### src/plsyn_defs.vh
// Constants for the synthesizer digital core
`ifndef PLSYN_DEFS_VH
`define PLSYN_DEFS_VH
`define PLSYN_ADDR_DIVIDE 8'h41
`define PLSYN_ADDR_UNLOCK 8'h6D
`define PLSYN_MODE_RESET 4'h0
`define PLSYN_REFSEL_LSB 0
`define PLSYN_METHOD_LSB 2
`define PLSYN_METHOD_OFF 2'h0
`define PLSYN_METHOD_DIRECT 2'h1
`define PLSYN_METHOD_LOWSW 2'h2
`define PLSYN_METHOD_UPSW 2'h3
// Reference divisors at the 125 MHz clock; 3 kHz rounds up
`define PLSYN_REF_DIV_1K 17'h1E848
`define PLSYN_REF_DIV_3K 17'h0A2C3
`define PLSYN_REF_DIV_5K 17'h061A8
`define PLSYN_REF_DIV_25K 17'h01388
// Last count of the 16/17 prescaler at modulus 16
`define PLSYN_PRESCALE_LAST 5'h0F
`endif

### src/plsyn_core.v
// Synthesizer digital core: mode, divider, reference, comparator, unlock
// How it works
// - Synth runs only while chip enable high
// - Mode bits 1:0 pick reference frequency
// - Mode bits 3:2 pick input and method
// - Unlock judge bit 0 shows unlock flag
// - 4-bit swallow and 12-bit programmable counters
// - Direct mode: low-band input, programmable only
// - Direct mode loads upper 12 bits only
// - Swallow modes use all 16 bits
// - Lower swallow: low-band input, both counters
// - Upper swallow: high-band input, low floats
// - Both disabled: everything stops, output floats
// - Divide value at peripheral address 41H
// - Reference 1, 3, 5 or 25 kHz
// - Up when lagging, down when leading
// - No requests while disabled
// - Error output low, high or float
// - Unlock set per reference period on request
// - Reading 6DH returns flag then clears
// - Method code zero disables synthesizer
// - Mode reset only on power-on or clock-stop
`timescale 1ns/10ps
`include "plsyn_defs.vh"
module plsyn_core
(
  // Clock and power-on reset
  input wire i_mclk,
  input wire i_rstn,
  // Chip enable pin and clock-stop event
  input wire i_chip_enable,
  input wire i_clock_stop,
  // Peripheral transfer port (transfer buffer moves)
  input wire [7:0] i_periph_addr,
  input wire i_periph_put,
  input wire i_periph_get,
  input wire [15:0] i_transfer_buffer,
  output reg [15:0] o_transfer_buffer,
  // Data memory port for mode and unlock judge
  input wire i_mode_wr,
  input wire [3:0] i_mode_wdata,
  input wire [7:0] i_data_addr,
  input wire i_data_rd,
  output reg [3:0] o_data_rdata,
  output reg [3:0] o_mode_rdata,
  // Band inputs, as digital edges from input amplifiers
  input wire i_low_band_input,
  input wire i_high_band_input,
  output reg o_low_band_enable,
  output reg o_high_band_enable,
  // Error output pin, two signals for three states
  output reg o_error_output,
  output reg o_error_output_oe,
  // Comparator requests, active low
  output reg o_up_request_n,
  output reg o_down_request_n
);
  reg [15:0] synth_divide_value_q;
  reg [3:0] synth_mode_select_q;
  reg unlock_status_flag_q;
  reg ce_s1_q, ce_s2_q;
  reg up_q, down_q;
  reg direct_division_mode;
  reg lower_swallow_mode;
  reg upper_swallow_mode;
  wire [1:0] method_select_field;
  wire run;
  wire [1:0] band_pin;
  wire [1:0] band_edge;
  wire tick;
  genvar b;
  wire [15:0] nval;
  wire fn_pulse;
  wire fr_pulse;
  wire unlock_rd;

  assign method_select_field = synth_mode_select_q[`PLSYN_METHOD_LSB +: 2];
  assign run = ce_s2_q && (method_select_field != `PLSYN_METHOD_OFF);
  // Method decode; code zero leaves every mode flag low
  always @*
  begin
    direct_division_mode = 1'b0;
    lower_swallow_mode = 1'b0;
    upper_swallow_mode = 1'b0;
    case (method_select_field)
      `PLSYN_METHOD_DIRECT: direct_division_mode = 1'b1;
      `PLSYN_METHOD_LOWSW: lower_swallow_mode = 1'b1;
      `PLSYN_METHOD_UPSW: upper_swallow_mode = 1'b1;
      default: ;
    endcase
  end
  // Edge of the selected band only; the unused band is ignored
  assign tick = upper_swallow_mode ? band_edge[1] : band_edge[0];
  // Direct mode keeps the low nibble out of the count
  // Swallow modes hand all 16 bits to the divider
  assign nval = direct_division_mode ? {synth_divide_value_q[15:4], 4'h0} : synth_divide_value_q;
  assign unlock_rd = i_data_rd && (i_data_addr == `PLSYN_ADDR_UNLOCK);

  // Two-flop synchroniser for the chip enable pin
  always @(posedge i_mclk)
  begin
    if (!i_rstn)
    begin
      ce_s1_q <= 1'b0;
      ce_s2_q <= 1'b0;
    end
    else
    begin
      ce_s1_q <= i_chip_enable;
      ce_s2_q <= ce_s1_q;
    end
  end

  // Band pins: bit 0 low band, bit 1 high band
  assign band_pin = {i_high_band_input, i_low_band_input};

  // Per band: two sync flops, then a third for the edge
  // Band rate must stay below a quarter of the clock or edges merge
  generate
    for (b = 0; b < 2; b = b + 1)
    begin : g_band
      reg s1_q;
      reg s2_q;
      reg s3_q;
      always @(posedge i_mclk)
      begin
        if (!i_rstn)
        begin
          s1_q <= 1'b0;
          s2_q <= 1'b0;
          s3_q <= 1'b0;
        end
        else
        begin
          s1_q <= band_pin[b];
          s2_q <= s1_q;
          s3_q <= s2_q;
        end
      end
      // Rising edge of the synchronised level
      assign band_edge[b] = s2_q & ~s3_q;
    end
  endgenerate

  // Divide value register and transfer read-back
  // A new value takes effect at the next divider reload, not mid-count
  always @(posedge i_mclk)
  begin
    if (!i_rstn)
    begin
      synth_divide_value_q <= 16'h0000;
      o_transfer_buffer <= 16'h0000;
    end
    else
    begin
      if (i_periph_put && i_periph_addr == `PLSYN_ADDR_DIVIDE)
        synth_divide_value_q <= i_transfer_buffer;
      if (i_periph_get && i_periph_addr == `PLSYN_ADDR_DIVIDE)
        o_transfer_buffer <= synth_divide_value_q;
    end
  end

  // Mode register; chip enable alone does not clear it
  // Clock stop clears it just as power-on reset does
  always @(posedge i_mclk)
  begin
    if (!i_rstn || i_clock_stop)
      synth_mode_select_q <= `PLSYN_MODE_RESET;
    else if (i_mode_wr)
      synth_mode_select_q <= i_mode_wdata;
  end

  // Programmable divider
  plsyn_divider u_div
  (
    .i_mclk(i_mclk),
    .i_rstn(i_rstn),
    .i_run(run),
    .i_swallow(lower_swallow_mode | upper_swallow_mode),
    .i_nval(nval),
    .i_tick(tick),
    .o_fn_pulse(fn_pulse)
  );

  // Reference generator
  // Restarts from zero whenever the synthesizer stops
  plsyn_refgen u_ref
  (
    .i_mclk(i_mclk),
    .i_rstn(i_rstn),
    .i_run(run),
    .i_ref_sel(synth_mode_select_q[`PLSYN_REFSEL_LSB +: 2]),
    .o_fr_pulse(fr_pulse)
  );

  // Phase-frequency detector: first edge raises its request, second clears both
  // Coincident edges count as in phase, so neither request is raised
  // Requests stay exclusive, which keeps the error pin drive simple
  always @(posedge i_mclk)
  begin
    if (!i_rstn || !run)
    begin
      up_q <= 1'b0;
      down_q <= 1'b0;
    end
    else if (fr_pulse && fn_pulse)
    begin
      up_q <= 1'b0;
      down_q <= 1'b0;
    end
    else if (fr_pulse)
    begin
      if (down_q)
        down_q <= 1'b0;
      else
        up_q <= 1'b1;
    end
    else if (fn_pulse)
    begin
      if (up_q)
        up_q <= 1'b0;
      else
        down_q <= 1'b1;
    end
  end

  // Requests from flops; both idle while disabled
  always @(posedge i_mclk)
  begin
    if (!i_rstn)
    begin
      o_up_request_n <= 1'b1;
      o_down_request_n <= 1'b1;
    end
    else
    begin
      o_up_request_n <= ~(up_q & run);
      o_down_request_n <= ~(down_q & run);
    end
  end

  // Error pin: driven only while exactly one request stands
  always @(posedge i_mclk)
  begin
    if (!i_rstn)
    begin
      o_error_output <= 1'b0;
      o_error_output_oe <= 1'b0;
    end
    else
    begin
      o_error_output <= down_q;
      o_error_output_oe <= run & (up_q ^ down_q);
    end
  end

  // Band enables; an unused pin floats so its amplifier idles
  always @(posedge i_mclk)
  begin
    if (!i_rstn)
    begin
      o_low_band_enable <= 1'b0;
      o_high_band_enable <= 1'b0;
    end
    else
    begin
      o_low_band_enable <= run & (direct_division_mode | lower_swallow_mode);
      o_high_band_enable <= run & upper_swallow_mode;
    end
  end

  // Unlock flag; a set in the read cycle survives the clear
  // Polling slower than one reference period never misses a set
  always @(posedge i_mclk)
  begin
    if (!i_rstn)
      unlock_status_flag_q <= 1'b0;
    else if (run && fr_pulse && (up_q || down_q))
      unlock_status_flag_q <= 1'b1;
    else if (unlock_rd)
      unlock_status_flag_q <= 1'b0;
  end

  // Read data for the data-memory port
  // Judge reads as zero on any other address
  always @(posedge i_mclk)
  begin
    if (!i_rstn)
    begin
      o_data_rdata <= 4'h0;
      o_mode_rdata <= 4'h0;
    end
    else
    begin
      o_data_rdata <= unlock_rd ? {3'b000, unlock_status_flag_q} : 4'h0;
      o_mode_rdata <= synth_mode_select_q;
    end
  end
endmodule // plsyn_core

### src/plsyn_divider.v
// Programmable divider: swallow counter plus programmable counter
`timescale 1ns/10ps
`include "plsyn_defs.vh"
module plsyn_divider
(
  // Clock and reset
  input wire i_mclk,
  input wire i_rstn,
  // Control
  input wire i_run,
  input wire i_swallow,
  input wire [15:0] i_nval,
  // Synchronised input edge
  input wire i_tick,
  // Divided pulse
  output reg o_fn_pulse
);
  reg [11:0] prog_q;
  reg [3:0] swal_q;
  reg [4:0] pre_q;
  wire [4:0] pre_last;
  wire pre_wrap;
  // Prescaler stretches to 17 while swallows remain, else 16
  assign pre_last = `PLSYN_PRESCALE_LAST + {4'h0, swal_q != 4'h0};
  // Direct mode counts every edge; swallow modes count prescaler wraps
  assign pre_wrap = !i_swallow || (pre_q == pre_last);
  // Swallow: 16 * upper + lower edges per pulse; direct: upper only
  always @(posedge i_mclk)
  begin
    if (!i_rstn)
    begin
      prog_q <= 12'h000;
      swal_q <= 4'h0;
      pre_q <= 5'h00;
      o_fn_pulse <= 1'b0;
    end
    else if (!i_run)
    begin
      // Preload so the first pulse comes one full period after start
      prog_q <= i_nval[15:4];
      swal_q <= i_swallow ? i_nval[3:0] : 4'h0;
      pre_q <= 5'h00;
      o_fn_pulse <= 1'b0;
    end
    else
    begin
      o_fn_pulse <= 1'b0;
      if (i_tick)
      begin
        pre_q <= pre_wrap ? 5'h00 : pre_q + 5'h01;
        if (pre_wrap)
        begin
          if (prog_q <= 12'h001)
          begin
            // Reload; pulse marks one divided period
            prog_q <= i_nval[15:4];
            swal_q <= i_swallow ? i_nval[3:0] : 4'h0;
            o_fn_pulse <= 1'b1;
          end
          else
          begin
            prog_q <= prog_q - 12'h001;
            if (swal_q != 4'h0)
              swal_q <= swal_q - 4'h1;
          end
        end
      end
    end
  end
endmodule // plsyn_divider

### src/plsyn_refgen.v
// Reference frequency generator from the system clock
`timescale 1ns/10ps
`include "plsyn_defs.vh"
module plsyn_refgen
(
  // Clock and reset
  input wire i_mclk,
  input wire i_rstn,
  // Control
  input wire i_run,
  input wire [1:0] i_ref_sel,
  // Reference pulse
  output reg o_fr_pulse
);
  reg [16:0] cnt_q;
  reg [16:0] limit;
  // Divide ratio per selection
  always @*
  begin
    case (i_ref_sel)
      2'h0: limit = `PLSYN_REF_DIV_1K;
      2'h1: limit = `PLSYN_REF_DIV_3K;
      2'h2: limit = `PLSYN_REF_DIV_5K;
      default: limit = `PLSYN_REF_DIV_25K;
    endcase
  end
  // Free count, stopped while disabled
  always @(posedge i_mclk)
  begin
    if (!i_rstn || !i_run)
    begin
      cnt_q <= 17'h00000;
      o_fr_pulse <= 1'b0;
    end
    else if (cnt_q >= limit - 17'h00001)
    begin
      cnt_q <= 17'h00000;
      o_fr_pulse <= 1'b1;
    end
    else
    begin
      cnt_q <= cnt_q + 17'h00001;
      o_fr_pulse <= 1'b0;
    end
  end
endmodule // plsyn_refgen

### config.mk
export PLATFORM = sky130hd
export DESIGN_NAME = plsyn_core
export DESIGN_NICKNAME = d
export VERILOG_FILES = /design/src/plsyn_core.v /design/src/plsyn_divider.v /design/src/plsyn_refgen.v
export VERILOG_INCLUDE_DIRS = /design/src /design/src/src
export SDC_FILE = /design/constraint.sdc
export NUM_CORES = 1
export LEC_CHECK = 0
export ABC_CLOCK_PERIOD_IN_PS = 3300
export BUFFER_PORTS_ARGS = -buffer_cell sky130_fd_sc_hd__buf_2
export CORE_UTILIZATION = 35
export CTS_BUF_LIST = sky130_fd_sc_hd__clkbuf_16
export CTS_CLUSTER_SIZE = 16
export DETAILED_ROUTE_END_ITERATION = 12
export SETUP_SLACK_MARGIN = 0.2
export SYNTH_ARGS = -nofsm -noshare
export SYNTH_HDL_FRONTEND = slang
export SYNTH_SLANG_ARGS = --single-unit
### constraint.sdc
create_clock -name i_mclk -period 3.3 [get_ports i_mclk]
set_input_delay 0.165 -clock i_mclk [delete_from_list [all_inputs] [get_ports i_mclk]]
set_output_delay 0.165 -clock i_mclk [all_outputs]
set_load 0.01 [all_outputs]
==> results of run 1 <==
## cell usage after synthesis, drive strengths merged, types with 4 or more instances
cell type	count
nor3	14
nand2b	4
nand3	5
nor2	84
dfxtp	98
and3	7
a21oi	25
o21ai	12
buf	14
o211ai	16
or3	6
ha	33
mux2i	38
a21o	7
and2	8
nor4	9
nand4	12
xnor2	13
xor2	7
inv	20
clkbuf	11
nand2	30
## state kept, by name (all words and copies together) (netlist names), 2 cells and up
signal                cells
u_div.swal_q              4
g_band.s2_q               2
u_div.prog_q             12
u_ref.cnt_q              17
g_band.s1_q               2
u_div.pre_q               5
synth_divide_value_q     16
g_band.s3_q               2
synth_mode_select_q       4
o_transfer_buffer        16
o_mode_rdata              4
## layer usage
metal / wire length [um] / up-vias / GRT usage [%]
met4: 245 / 0 / 7.93
li1: - / 1935 / -
met3: 394 / 18 / 2.71
met1: 4780 / 1771 / 20.0
met5: 0 / - / 0
met2: 5120 / 89 / 27.1
## worst max-delay path: cells and delay by family (launching register included)
kind	cells	cell delay (ns)
AND/OR/NAND/NOR	2	0.18
adder cells (fa/ha/maj)	3	0.75
buffers and inverters	2	0.24
flip-flops	1	0.43
AO/OA/AOI/OAI	5	1.19
## power groups by stage
stage / clock network (mW) / logic [mW] / registers, mW
after global routing: 1.18 / 0.107 / 1.19
after CTS: 1.13 / 0.0965 / 1.19
after global placement: 0 / 0.0938 / 1.22
final: 1.10 / 0.0959 / 1.19
after detailed placement: 0 / 0.0960 / 1.22
after floorplan: 0 / 0.0562 / 1.22
## cell usage in the layout (no fill, tap or decap), types with 2 or more instances in the layout
cell type	count
xnor2_1	13
nor2_1	84
inv_1	20
nor3_1	14
o21a_1	3
nand4b_1	2
nand4_1	12
buf_4	4
nand2_1	29
o211ai_1	16
nand3b_1	2
conb_1	4
xor2_1	7
o31a_1	2
o211a_1	2
and4b_1	2
and3_1	7
clkbuf_16	9
nand3_1	5
a21o_1	7
dfxtp_1	98
nor4_1	9
nor2b_1	3
or3_1	6
and2_1	8
nand2b_1	4
buf_2	72
bufinv_16	2
clkinv_1	2
a31oi_1	2
mux2i_1	38
nor3b_1	2
ha_1	33
a21oi_1	25
o21ai_0	12
## layout make-up
type / count / area (sq um)
timing repair buffer: 76 / 390
clock inverter: 7 / 85.1
sequential: 98 / 1960
multi-input combinational: 375 / 2540
tap: 172 / 215
fill: 1277 / 7330
clock buffer: 9 / 225
inverter: 20 / 75.1
## kinds of logic after synthesis
family / share of synthesized area, %
compound gates: 12.4
other cells: 0.160
xor+xnor: 3.74
fa+ha+maj: 8.82
flops: 41.9
mux: 8.13
simple gates: 20.6
buf+inv: 4.20
## worst max-delay path by stage
stage | cells after the start | slack (ns) | endpoint
2_1_floorplan | 13 | 0.76 | u_ref.cnt_q[10]
3_3_place_gp | 12 | 0.43 | u_ref.cnt_q[13]
3_5_place_dp | 12 | 0.35 | u_ref.cnt_q[13]
4_1_cts | 12 | 0.33 | u_ref.cnt_q[13]
5_1_grt | 12 | 0.22 | u_ref.cnt_q[2]
6_report | 12 | 0.45 | u_ref.cnt_q[13]
## timing repair
action,in CTS,in global routing
endpoints found under the hold margin,0,0
setup buffers,0,0
endpoints found under the setup margin,0,17
resized for setup,0,1
==> summary.txt, run 1 <==
Critical path
  • WP data required: roughly 3.6 ns
  • Crit path launch: synth_mode_select_q[1]
  • Cell-by-cell trace of the critical path: inv_1 > ha_1 > inv_1 > ha_1 > nand2_1 > a21oi_1 > ha_1 > nand4_1 > a21oi_1 > a2111oi_4 > o2111ai_4 > a21oi_1
  • Worst R2R End: u_ref.cnt_q[13]
  • Type of origin of the critical path: register
  • Max FO, Critical Path: 17
  • R2R setup slack: 0.45 ns
  • Reg-to-reg startpoint: synth_mode_select_q[1]
  • Worst-case reg-to-reg path depth: 12
  • Arrival @ worst endpoint: between 3 and 4 ns
  • Nature of the critical path endpoint: register
  • Slowest-stage cell, CP: dfxtp_1
  • WS Path Type: reg -> reg
  • CP max stage delay: 0.43 ns

STA
  • Setup Skew: 0.00807 ns
  • Slew @ Worst Pin: 0.895 ns
  • Final Hold Fails: 0
  • Max_slew headroom: 40.2%
  • Tmin final: between 2 and 3 ns
  • Tcrit/Tclk final: 86.3%
  • Slew Limit Fails: 0
  • Unrepaired setup endpoints after global routing: false
  • Achievable Freq: between 300 and 400 MHz
  • WHS: 0.0190 ns
  • # setup viols final: 0
  • Setup WS post-layout: 0.453 ns
  • Setup Total Neg Slack: 0 ns

Pwr
  • Clock power share: 46.0%
  • Lkg Pwr: 2.45 nW
  • Total Power: 2.39 mW
  • Peak supply drop: approximately 0.24 mV
  • Logic pwr share: 4.0%
  • Int Pwr: roughly 1.9 mW
  • Switching share of power: 21.1%
  • Sequential Power Share: 50.0%
  • Switching Power: 0.504 mW
  • PwrDens: 435 nW/um^2

Logic synthesis
  • Post-synth cell types: a little under 60
  • Area leader, netlist: dfxtp_1
  • #FFs+latches synth: 98
  • Area share of the largest cell type after synthesis: a little over two fifths
  • Top_reg_cell synth: dfxtp_1
  • Mapped cell area: 4680 sq um
  • Seq/Total Area, Yosys: between 40% and 50%
  • Yosys warns: 0
  • Synth area leaders: dfxtp_1 42%, ha_1 8.8%, mux2i_1 8.1%, nor2_1 6.7%, a21oi_1 2.7%
  • Post-synthesis cell count: between 500 and 600
  • Avg Cell Area, Syn: 9.07 sq um
  • EDFF count, synth: 0
  • Post-synth ARST share: 0%

Hold path
  • Hold Path Cell Cnt: 2
  • Hold Crit Start: i_low_band_input
  • Hold worst-path end: g_band[0].s1_q
  • HP Class: in -> reg

CTS
  • Post-cts hold buffer count: 0
  • CTS tree: yes
  • Root Driver: clkbuf_16
  • Clock transition at path regs: 0.07 ns
  • Max clock buf depth: 2
  • Clk sink count: 98
  • Clock latency at the later pin of the worst-skew pair: about 0.35 ns
  • H-Tree Depth: 3
  • TritonCTS Buffers: 9

Global routing
  • GRT Overall Usage: 16.2%
  • Largest net degree at the start of global routing: 46
  • First-pass GRT wire length: around 18000 um
  • Initial antenna violation count: 0
  • Number of global-route vias before repair: 3714
  • Grt ovf: 0

Floorplanning
  • DIE AREA: roughly 14000 sq um
  • Starting density of the core: a little over a third
  • Die Height: 118 um
  • Die width: 118 um
  • Num ports: between 70 and 80
  • Core area: 12800 sq um
  • Row count: 41

Layout
  • Area growth syn-to-layout: 17.4%
  • Ant diodes: 0
  • Non-filler cells, final: around 760
  • Post-route cell area: 5490 sq um
  • Layout Utilization: 42.8%
  • Layout Nets: 659
  • Fraction of layout cells with a size suffix above 1: 16.6%

Routing
  • DRC violation count after routing: 0
  • Antenna Nets Post-Route: 0
  • Vias: 3813
  • Total detailed-routing wirelength: about 11000 um
  • Drt via density: 5.04
  • DR WL/cell: 13.9 um
  • DRT iter0 DRCs: 150
  • Pre-antenna DRT Iters: 4

Placement
  • Dpl cells: 741
  • Detailed Place HPWL: 7560 um
  • Placed inst area: 5170 sq um
  • # port buffers: 72
  • Place WS: around 0.35 ns
  • RePlAce Congestion: 0.857

Status
  • Status: finished, final reports clean

Run
  • Max cap viols: 0
Power figures use the tool's default switching activity.
==> run 2: changes to the inputs <==
--- a/config.mk
+++ b/config.mk
@@ -8,10 +8,13 @@
 export LEC_CHECK = 0
 export ABC_CLOCK_PERIOD_IN_PS = 3300
 export BUFFER_PORTS_ARGS = -buffer_cell sky130_fd_sc_hd__buf_2
+export CELL_PAD_IN_SITES_DETAIL_PLACEMENT = 0
+export CELL_PAD_IN_SITES_GLOBAL_PLACEMENT = 1
 export CORE_UTILIZATION = 35
 export CTS_BUF_LIST = sky130_fd_sc_hd__clkbuf_16
 export CTS_CLUSTER_SIZE = 16
 export DETAILED_ROUTE_END_ITERATION = 12
+export PLACE_DENSITY_LB_ADDON = 0.1
 export SETUP_SLACK_MARGIN = 0.2
 export SYNTH_ARGS = -nofsm -noshare
 export SYNTH_HDL_FRONTEND = slang
==> summary.txt, run 2 (synthesis results as in run 1) <==
Layout
  • Fraction of layout cells with a size suffix above 1: 16.2%
  • Largest reg by FF count: u_ref.cnt_q
  • Commonest non-fill, non-tap cells in the layout: 98 x dfxtp_1, 84 x nor2_1, 72 x buf_2
  • Layout Nets: 660
  • Area growth syn-to-layout: 16.6%
  • Max reg flops: 17
  • Commonest non-fill, non-tap cell in the layout: dfxtp_1
  • Ant diodes: 0
  • Largest regs: u_ref.cnt_q x17, o_transfer_buffer x16, synth_divide_value_q x16

CTS
  • Clk sink count: 98
  • TritonCTS Buffers: 9
  • Clock latency at the later pin of the worst-skew pair: 0.35 ns
  • Max clock buf depth: 2
  • Clock transition at path regs: 0.06 ns
  • Root Driver: clkbuf_16
  • H-Tree Depth: 3
  • CTS tree: yes

Hold path
  • Hold Path Cell Cnt: 2
  • Hold worst-path end: g_band[0].s1_q
  • HP Class: in -> reg
  • Hold Crit Start: i_low_band_input

Routing
  • Antenna Nets Post-Route: 0
  • DRC violation count after routing: 0
  • DRT iter0 DRCs: between 150 and 200
  • Drt via density: 4.97
  • Total detailed-routing wirelength: 10800 um
  • Pre-antenna DRT Iters: 4
  • DR WL/cell: 14.2 um
  • Vias: 3764

Floorplanning
  • Die Height: 118 um
  • Die width: 118 um
  • Num ports: 76
  • Starting density of the core: between 30% and 40%
  • Row count: 41
  • Core area: 12800 sq um
  • DIE AREA: 13800 sq um

Critical path
  • Reg-to-reg startpoint: synth_mode_select_q[1]
  • WP data required: 3.57 ns
  • Arrival @ worst endpoint: 3.03 ns
  • R2R setup slack: about 0.54 ns
  • Type of origin of the critical path: register
  • Nature of the critical path endpoint: register
  • WS Path Type: reg -> reg
  • Max FO, Critical Path: 17
  • Worst-case reg-to-reg path depth: 13
  • Worst R2R End: u_ref.cnt_q[13]

Pwr
  • Total Power: 2.22 mW
  • Peak supply drop: 0.234 mV
  • PwrDens: ~410 nW/um^2
  • Lkg Pwr: between 2 and 2.5 nW

STA
  • Unrepaired setup endpoints after global routing: false
  • Achievable Freq: between 300 and 400 MHz
  • Setup Total Neg Slack: 0 ns
  • Max_slew headroom: 38.7%
  • Tmin final: 2.76 ns
  • Tcrit/Tclk final: between 80% and 90%
  • Slew Limit Fails: 0
  • Slew @ Worst Pin: 0.918 ns
  • Setup Skew: ~0.0073 ns
  • # setup viols final: 0
  • Final Hold Fails: 0

Status
  • Status: finished, final reports clean

Placement
  • RePlAce Congestion: roughly 0.85
  • Detailed Place HPWL: 7620 um
  • # port buffers: a little over 70

Global routing
  • First-pass GRT wire length: approximately 18000 um
  • GRT Overall Usage: 16.4%
  • Largest net degree at the start of global routing: 46
  • Initial antenna violation count: 0
  • Grt ovf: 0
  • Number of global-route vias before repair: 3638

Run
  • Max cap viols: 0
-- run 2: cell type report --
cell class,instances,area [sq um]
fillers,1315,7370
repair buffers,77,410
multi-input cells,375,2540
clock inverters,7,27.5
inverters,20,75.1
well taps,172,215
clock buffers,9,225
flip-flops and latches,98,1960
-- run 2: critical path, cell delays in order, from the launching register on --
cell       delay (ns)
dfxtp_1          0.43
inv_1            0.14
ha_1             0.24
inv_1            0.09
ha_1             0.18
nand2_1          0.06
a21oi_1          0.16
ha_1             0.29
nand4_1          0.12
a21oi_1          0.08
a2111oi_4        0.42
o2111ai_4        0.16
buf_12           0.19
a21oi_1          0.12
-- run 2: layer usage --
| metal | track usage (%) | up-vias | wire, um |
|---|---|---|---|
| li1 | - | 1940 | - |
| met1 | 21.6 | 1731 | 5190 |
| met2 | 26.2 | 85 | 5020 |
| met3 | 3.68 | 8 | 410 |
| met4 | 5.77 | 0 | 136 |
| met5 | 0 | - | 0 |
-- run 2: worst max-delay path by stage --
stage	from	endpoint	slack (ns)	cells past startpoint
5_1_grt	synth_mode_select_q[1]	u_ref.cnt_q[13]	0.28	13
3_3_place_gp	synth_mode_select_q[1]	u_ref.cnt_q[13]	0.39	12
4_1_cts	synth_mode_select_q[0]	u_ref.cnt_q[13]	0.23	9
3_5_place_dp	synth_mode_select_q[0]	u_ref.cnt_q[13]	0.27	9
6_report	synth_mode_select_q[1]	u_ref.cnt_q[13]	0.54	13
2_1_floorplan	synth_mode_select_q[1]	u_ref.cnt_q[10]	0.76	13
-- run 2: repair_timing --
item                       in CTS  in global routing
hold buffers                    0                  0
setup endpoints to repair       0                 17
setup buffers                   0                  1
gates resized for setup         0                  1
-- run 2: per-stage QoR --
step	instances	utilization [%]	hold slack [ns]	cell area, sq um	setup WS [ns]
final	758	42.5	0.0267	5460	0.544
after floorplan	518	-	0.292	4690	0.755
after detailed placement	741	40.3	0.375	5170	0.271
after global placement	741	40.3	0.373	5170	0.386
after global routing	758	42.5	0.00867	5460	0.281
after CTS	757	42.3	0.0111	5430	0.234
-- run 2: power breakdown --
part,internal [mW],switching [mW]
Combinational,0.0405,0.0545
Clock,0.494,0.435
Sequential,1.19,0.00445
Total,1.72,0.494
==> run 3: changes to the inputs <==
--- a/config.mk
+++ b/config.mk
@@ -6,7 +6,7 @@
 export SDC_FILE = /design/constraint.sdc
 export NUM_CORES = 1
 export LEC_CHECK = 0
-export ABC_CLOCK_PERIOD_IN_PS = 3300
+export ABC_CLOCK_PERIOD_IN_PS = 2400
 export BUFFER_PORTS_ARGS = -buffer_cell sky130_fd_sc_hd__buf_2
 export CELL_PAD_IN_SITES_DETAIL_PLACEMENT = 0
 export CELL_PAD_IN_SITES_GLOBAL_PLACEMENT = 1
==> constraint.sdc (replaced) <==
create_clock -name i_mclk -period 2.4 [get_ports i_mclk]
set_input_delay 0.12 -clock i_mclk [delete_from_list [all_inputs] [get_ports i_mclk]]
set_output_delay 0.12 -clock i_mclk [all_outputs]
set_load 0.01 [all_outputs]
==> summary.txt, run 3 (synthesis results as in run 1) <==
Pwr
  • Total Power: roughly 3.2 mW
  • PwrDens: 538 nW/um^2
  • Peak supply drop: 0.330 mV
  • Lkg Pwr: about 2.6 nW

Layout
  • Max reg flops: 17
  • Non-filler cells, final: 786
  • Largest reg by FF count: u_ref.cnt_q
  • Commonest non-fill, non-tap cell in the layout: dfxtp_1
  • Ant diodes: 0
  • Layout Nets: 689
  • Commonest non-fill, non-tap cells in the layout: 95 x dfxtp_1, 81 x nor2_1, 72 x buf_2
  • Fraction of layout cells with a size suffix above 1: 23.8%
  • Largest regs: u_ref.cnt_q x17, o_transfer_buffer x16, synth_divide_value_q x16
  • Area growth syn-to-layout: 25.4%

Routing
  • Total detailed-routing wirelength: 11300 um
  • Pre-antenna DRT Iters: 4
  • DRT iter0 DRCs: roughly 150
  • DRC violation count after routing: 0
  • DR WL/cell: 14.4 um
  • Antenna Nets Post-Route: 0
  • Drt via density: 4.99
  • Vias: 3922

Critical path
  • Crit path depth: 10
  • Cell-by-cell trace of the critical path: inv_6 > ha_4 > o21ai_4 > ha_4 > a21o_1 > a21o_1 > a2111oi_4 > o2111ai_4 > clkbuf_16 > nor2_1
  • Worst-case reg-to-reg path depth: 10
  • CP max stage delay: approximately 0.43 ns
  • Crit path launch: synth_mode_select_q[0]
  • Worst R2R End: u_ref.cnt_q[5]
  • WS Path Type: reg -> reg
  • CP bufs+invs: 2
  • Arrival @ worst endpoint: 2.64 ns
  • Reg-to-reg startpoint: synth_mode_select_q[0]
  • CP delay by family, top: compound AO/OA/AOI/OAI gates
  • WP data required: 2.68 ns
  • R2R setup slack: 0.05 ns
  • Type of origin of the critical path: register
  • Worst setup path end: u_ref.cnt_q[5]
  • Nature of the critical path endpoint: register
  • Slowest-stage cell, CP: a2111oi_4
  • Max FO, Critical Path: 8

Floorplanning
  • Die Height: 118 um
  • Starting density of the core: ~36%
  • Row count: 41
  • Core area: about 13000 sq um
  • Num ports: 76
  • Die width: around 120 um
  • DIE AREA: 13800 sq um

CTS
  • Root Driver: clkbuf_16
  • Clock latency at the later pin of the worst-skew pair: about 0.34 ns
  • H-Tree Depth: 3
  • Max clock buf depth: 2
  • Clock transition at path regs: 0.07 ns
  • Clk sink count: 98
  • TritonCTS Buffers: 9
  • CTS tree: yes

STA
  • Unrepaired setup endpoints after global routing: true
  • Achievable Freq: 425 MHz
  • Slew Limit Fails: 0
  • Slew @ Worst Pin: between 0.7 and 0.8 ns
  • Setup Skew: 0.00727 ns
  • Tmin final: ~2.4 ns
  • Final Hold Fails: 0
  • Max_slew headroom: 53.0%
  • # setup viols final: 0
  • Tcrit/Tclk final: 98.1%

Global routing
  • Grt ovf: 0
  • First-pass GRT wire length: 19200 um
  • GRT Overall Usage: roughly 17%
  • Initial antenna violation count: 0
  • Largest net degree at the start of global routing: 46
  • Number of global-route vias before repair: 3859

Hold path
  • Hold Crit Start: i_transfer_buffer[13]
  • HP Class: in -> reg

Placement
  • # port buffers: 72
  • RePlAce Congestion: between 0.8 and 0.9
  • Dpl cells: 754
  • Detailed Place HPWL: 8160 um

Run
  • Max cap viols: 0

Status
  • Status: finished, final reports clean
## run 3: how the worst min path moves through the flow
stage / end / slack, ns / cells after the start
finish: synth_divide_value_q[13] / 0.009 / 3
detailed placement: g_band[0].s1_q / 0.34 / 2
CTS: synth_divide_value_q[3] / 0.0006 / 3
floorplan: ce_s1_q / 0.25 / 1
global route: synth_divide_value_q[3] / 0.01 / 3
global placement: g_band[0].s1_q / 0.33 / 2
## run 3: repair_timing
action / 4_1_cts / 5_1_grt
hold buffers: 6 / 0
cloned: 0 / 1
pin swaps: 3 / 1
endpoints found under the setup margin: 37 / 26
buffers inserted: 6 / 4
hold endpoints to repair: 6 / 0
gates resized for setup: 5 / 17
## run 3: metal layers
layer | track usage [%] | vias to the layer above | part of all wire [%]
met1 | 23.1 | 1842 | 49
met4 | 4.97 | 0 | 1.2
met3 | 3.97 | 7 | 4.8
met2 | 27.6 | 84 | 45
met5 | 0 | - | 0
li1 | - | 1989 | -
## run 3: worst min-delay path: cells and delay by family
| kind | cells | cell delay [ns] |
|---|---|---|
| buf+inv | 1 | 0.07 |
| simple gates | 1 | 0.07 |
| mux | 1 | 0.05 |
## run 3: stage by stage
stage / hold WS, ns / TNS [ns] / worst slack (ns) / util (%) / instance area, sq um
final: 0.00858 / 0 / 0.0455 / 45.8 / 5870
after global routing: 0.0115 / -1.03 / -0.0745 / 45.8 / 5870
after CTS: 0.000645 / 0 / 0.0737 / 44.9 / 5750
after detailed placement: 0.335 / 0 / 0.00185 / 41.6 / 5340
after global placement: 0.329 / 0 / 0.0636 / 41.6 / 5340
after floorplan: 0.247 / 0 / 0.167 / - / 4740
## run 3: power breakdown
| group | switching [mW] | total [mW] | internal, mW | leakage [nW] |
|---|---|---|---|---|
| clock network | 0.603 | 1.36 | 0.752 | 0.133 |
| logic | 0.0855 | 0.163 | 0.0779 | 1.67 |
| registers | 0.00653 | 1.64 | 1.63 | 0.793 |
## run 3: final cells by class
class	instances	area (sq um)
Clock buffer	10	250
Clock inverter	5	28.8
Fill cell	1308	6950
Inverter	20	87.6
Multi-Input combinational cell	375	2650
Sequential cell	98	1970
Tap cell	172	215
Timing Repair Buffer	106	673
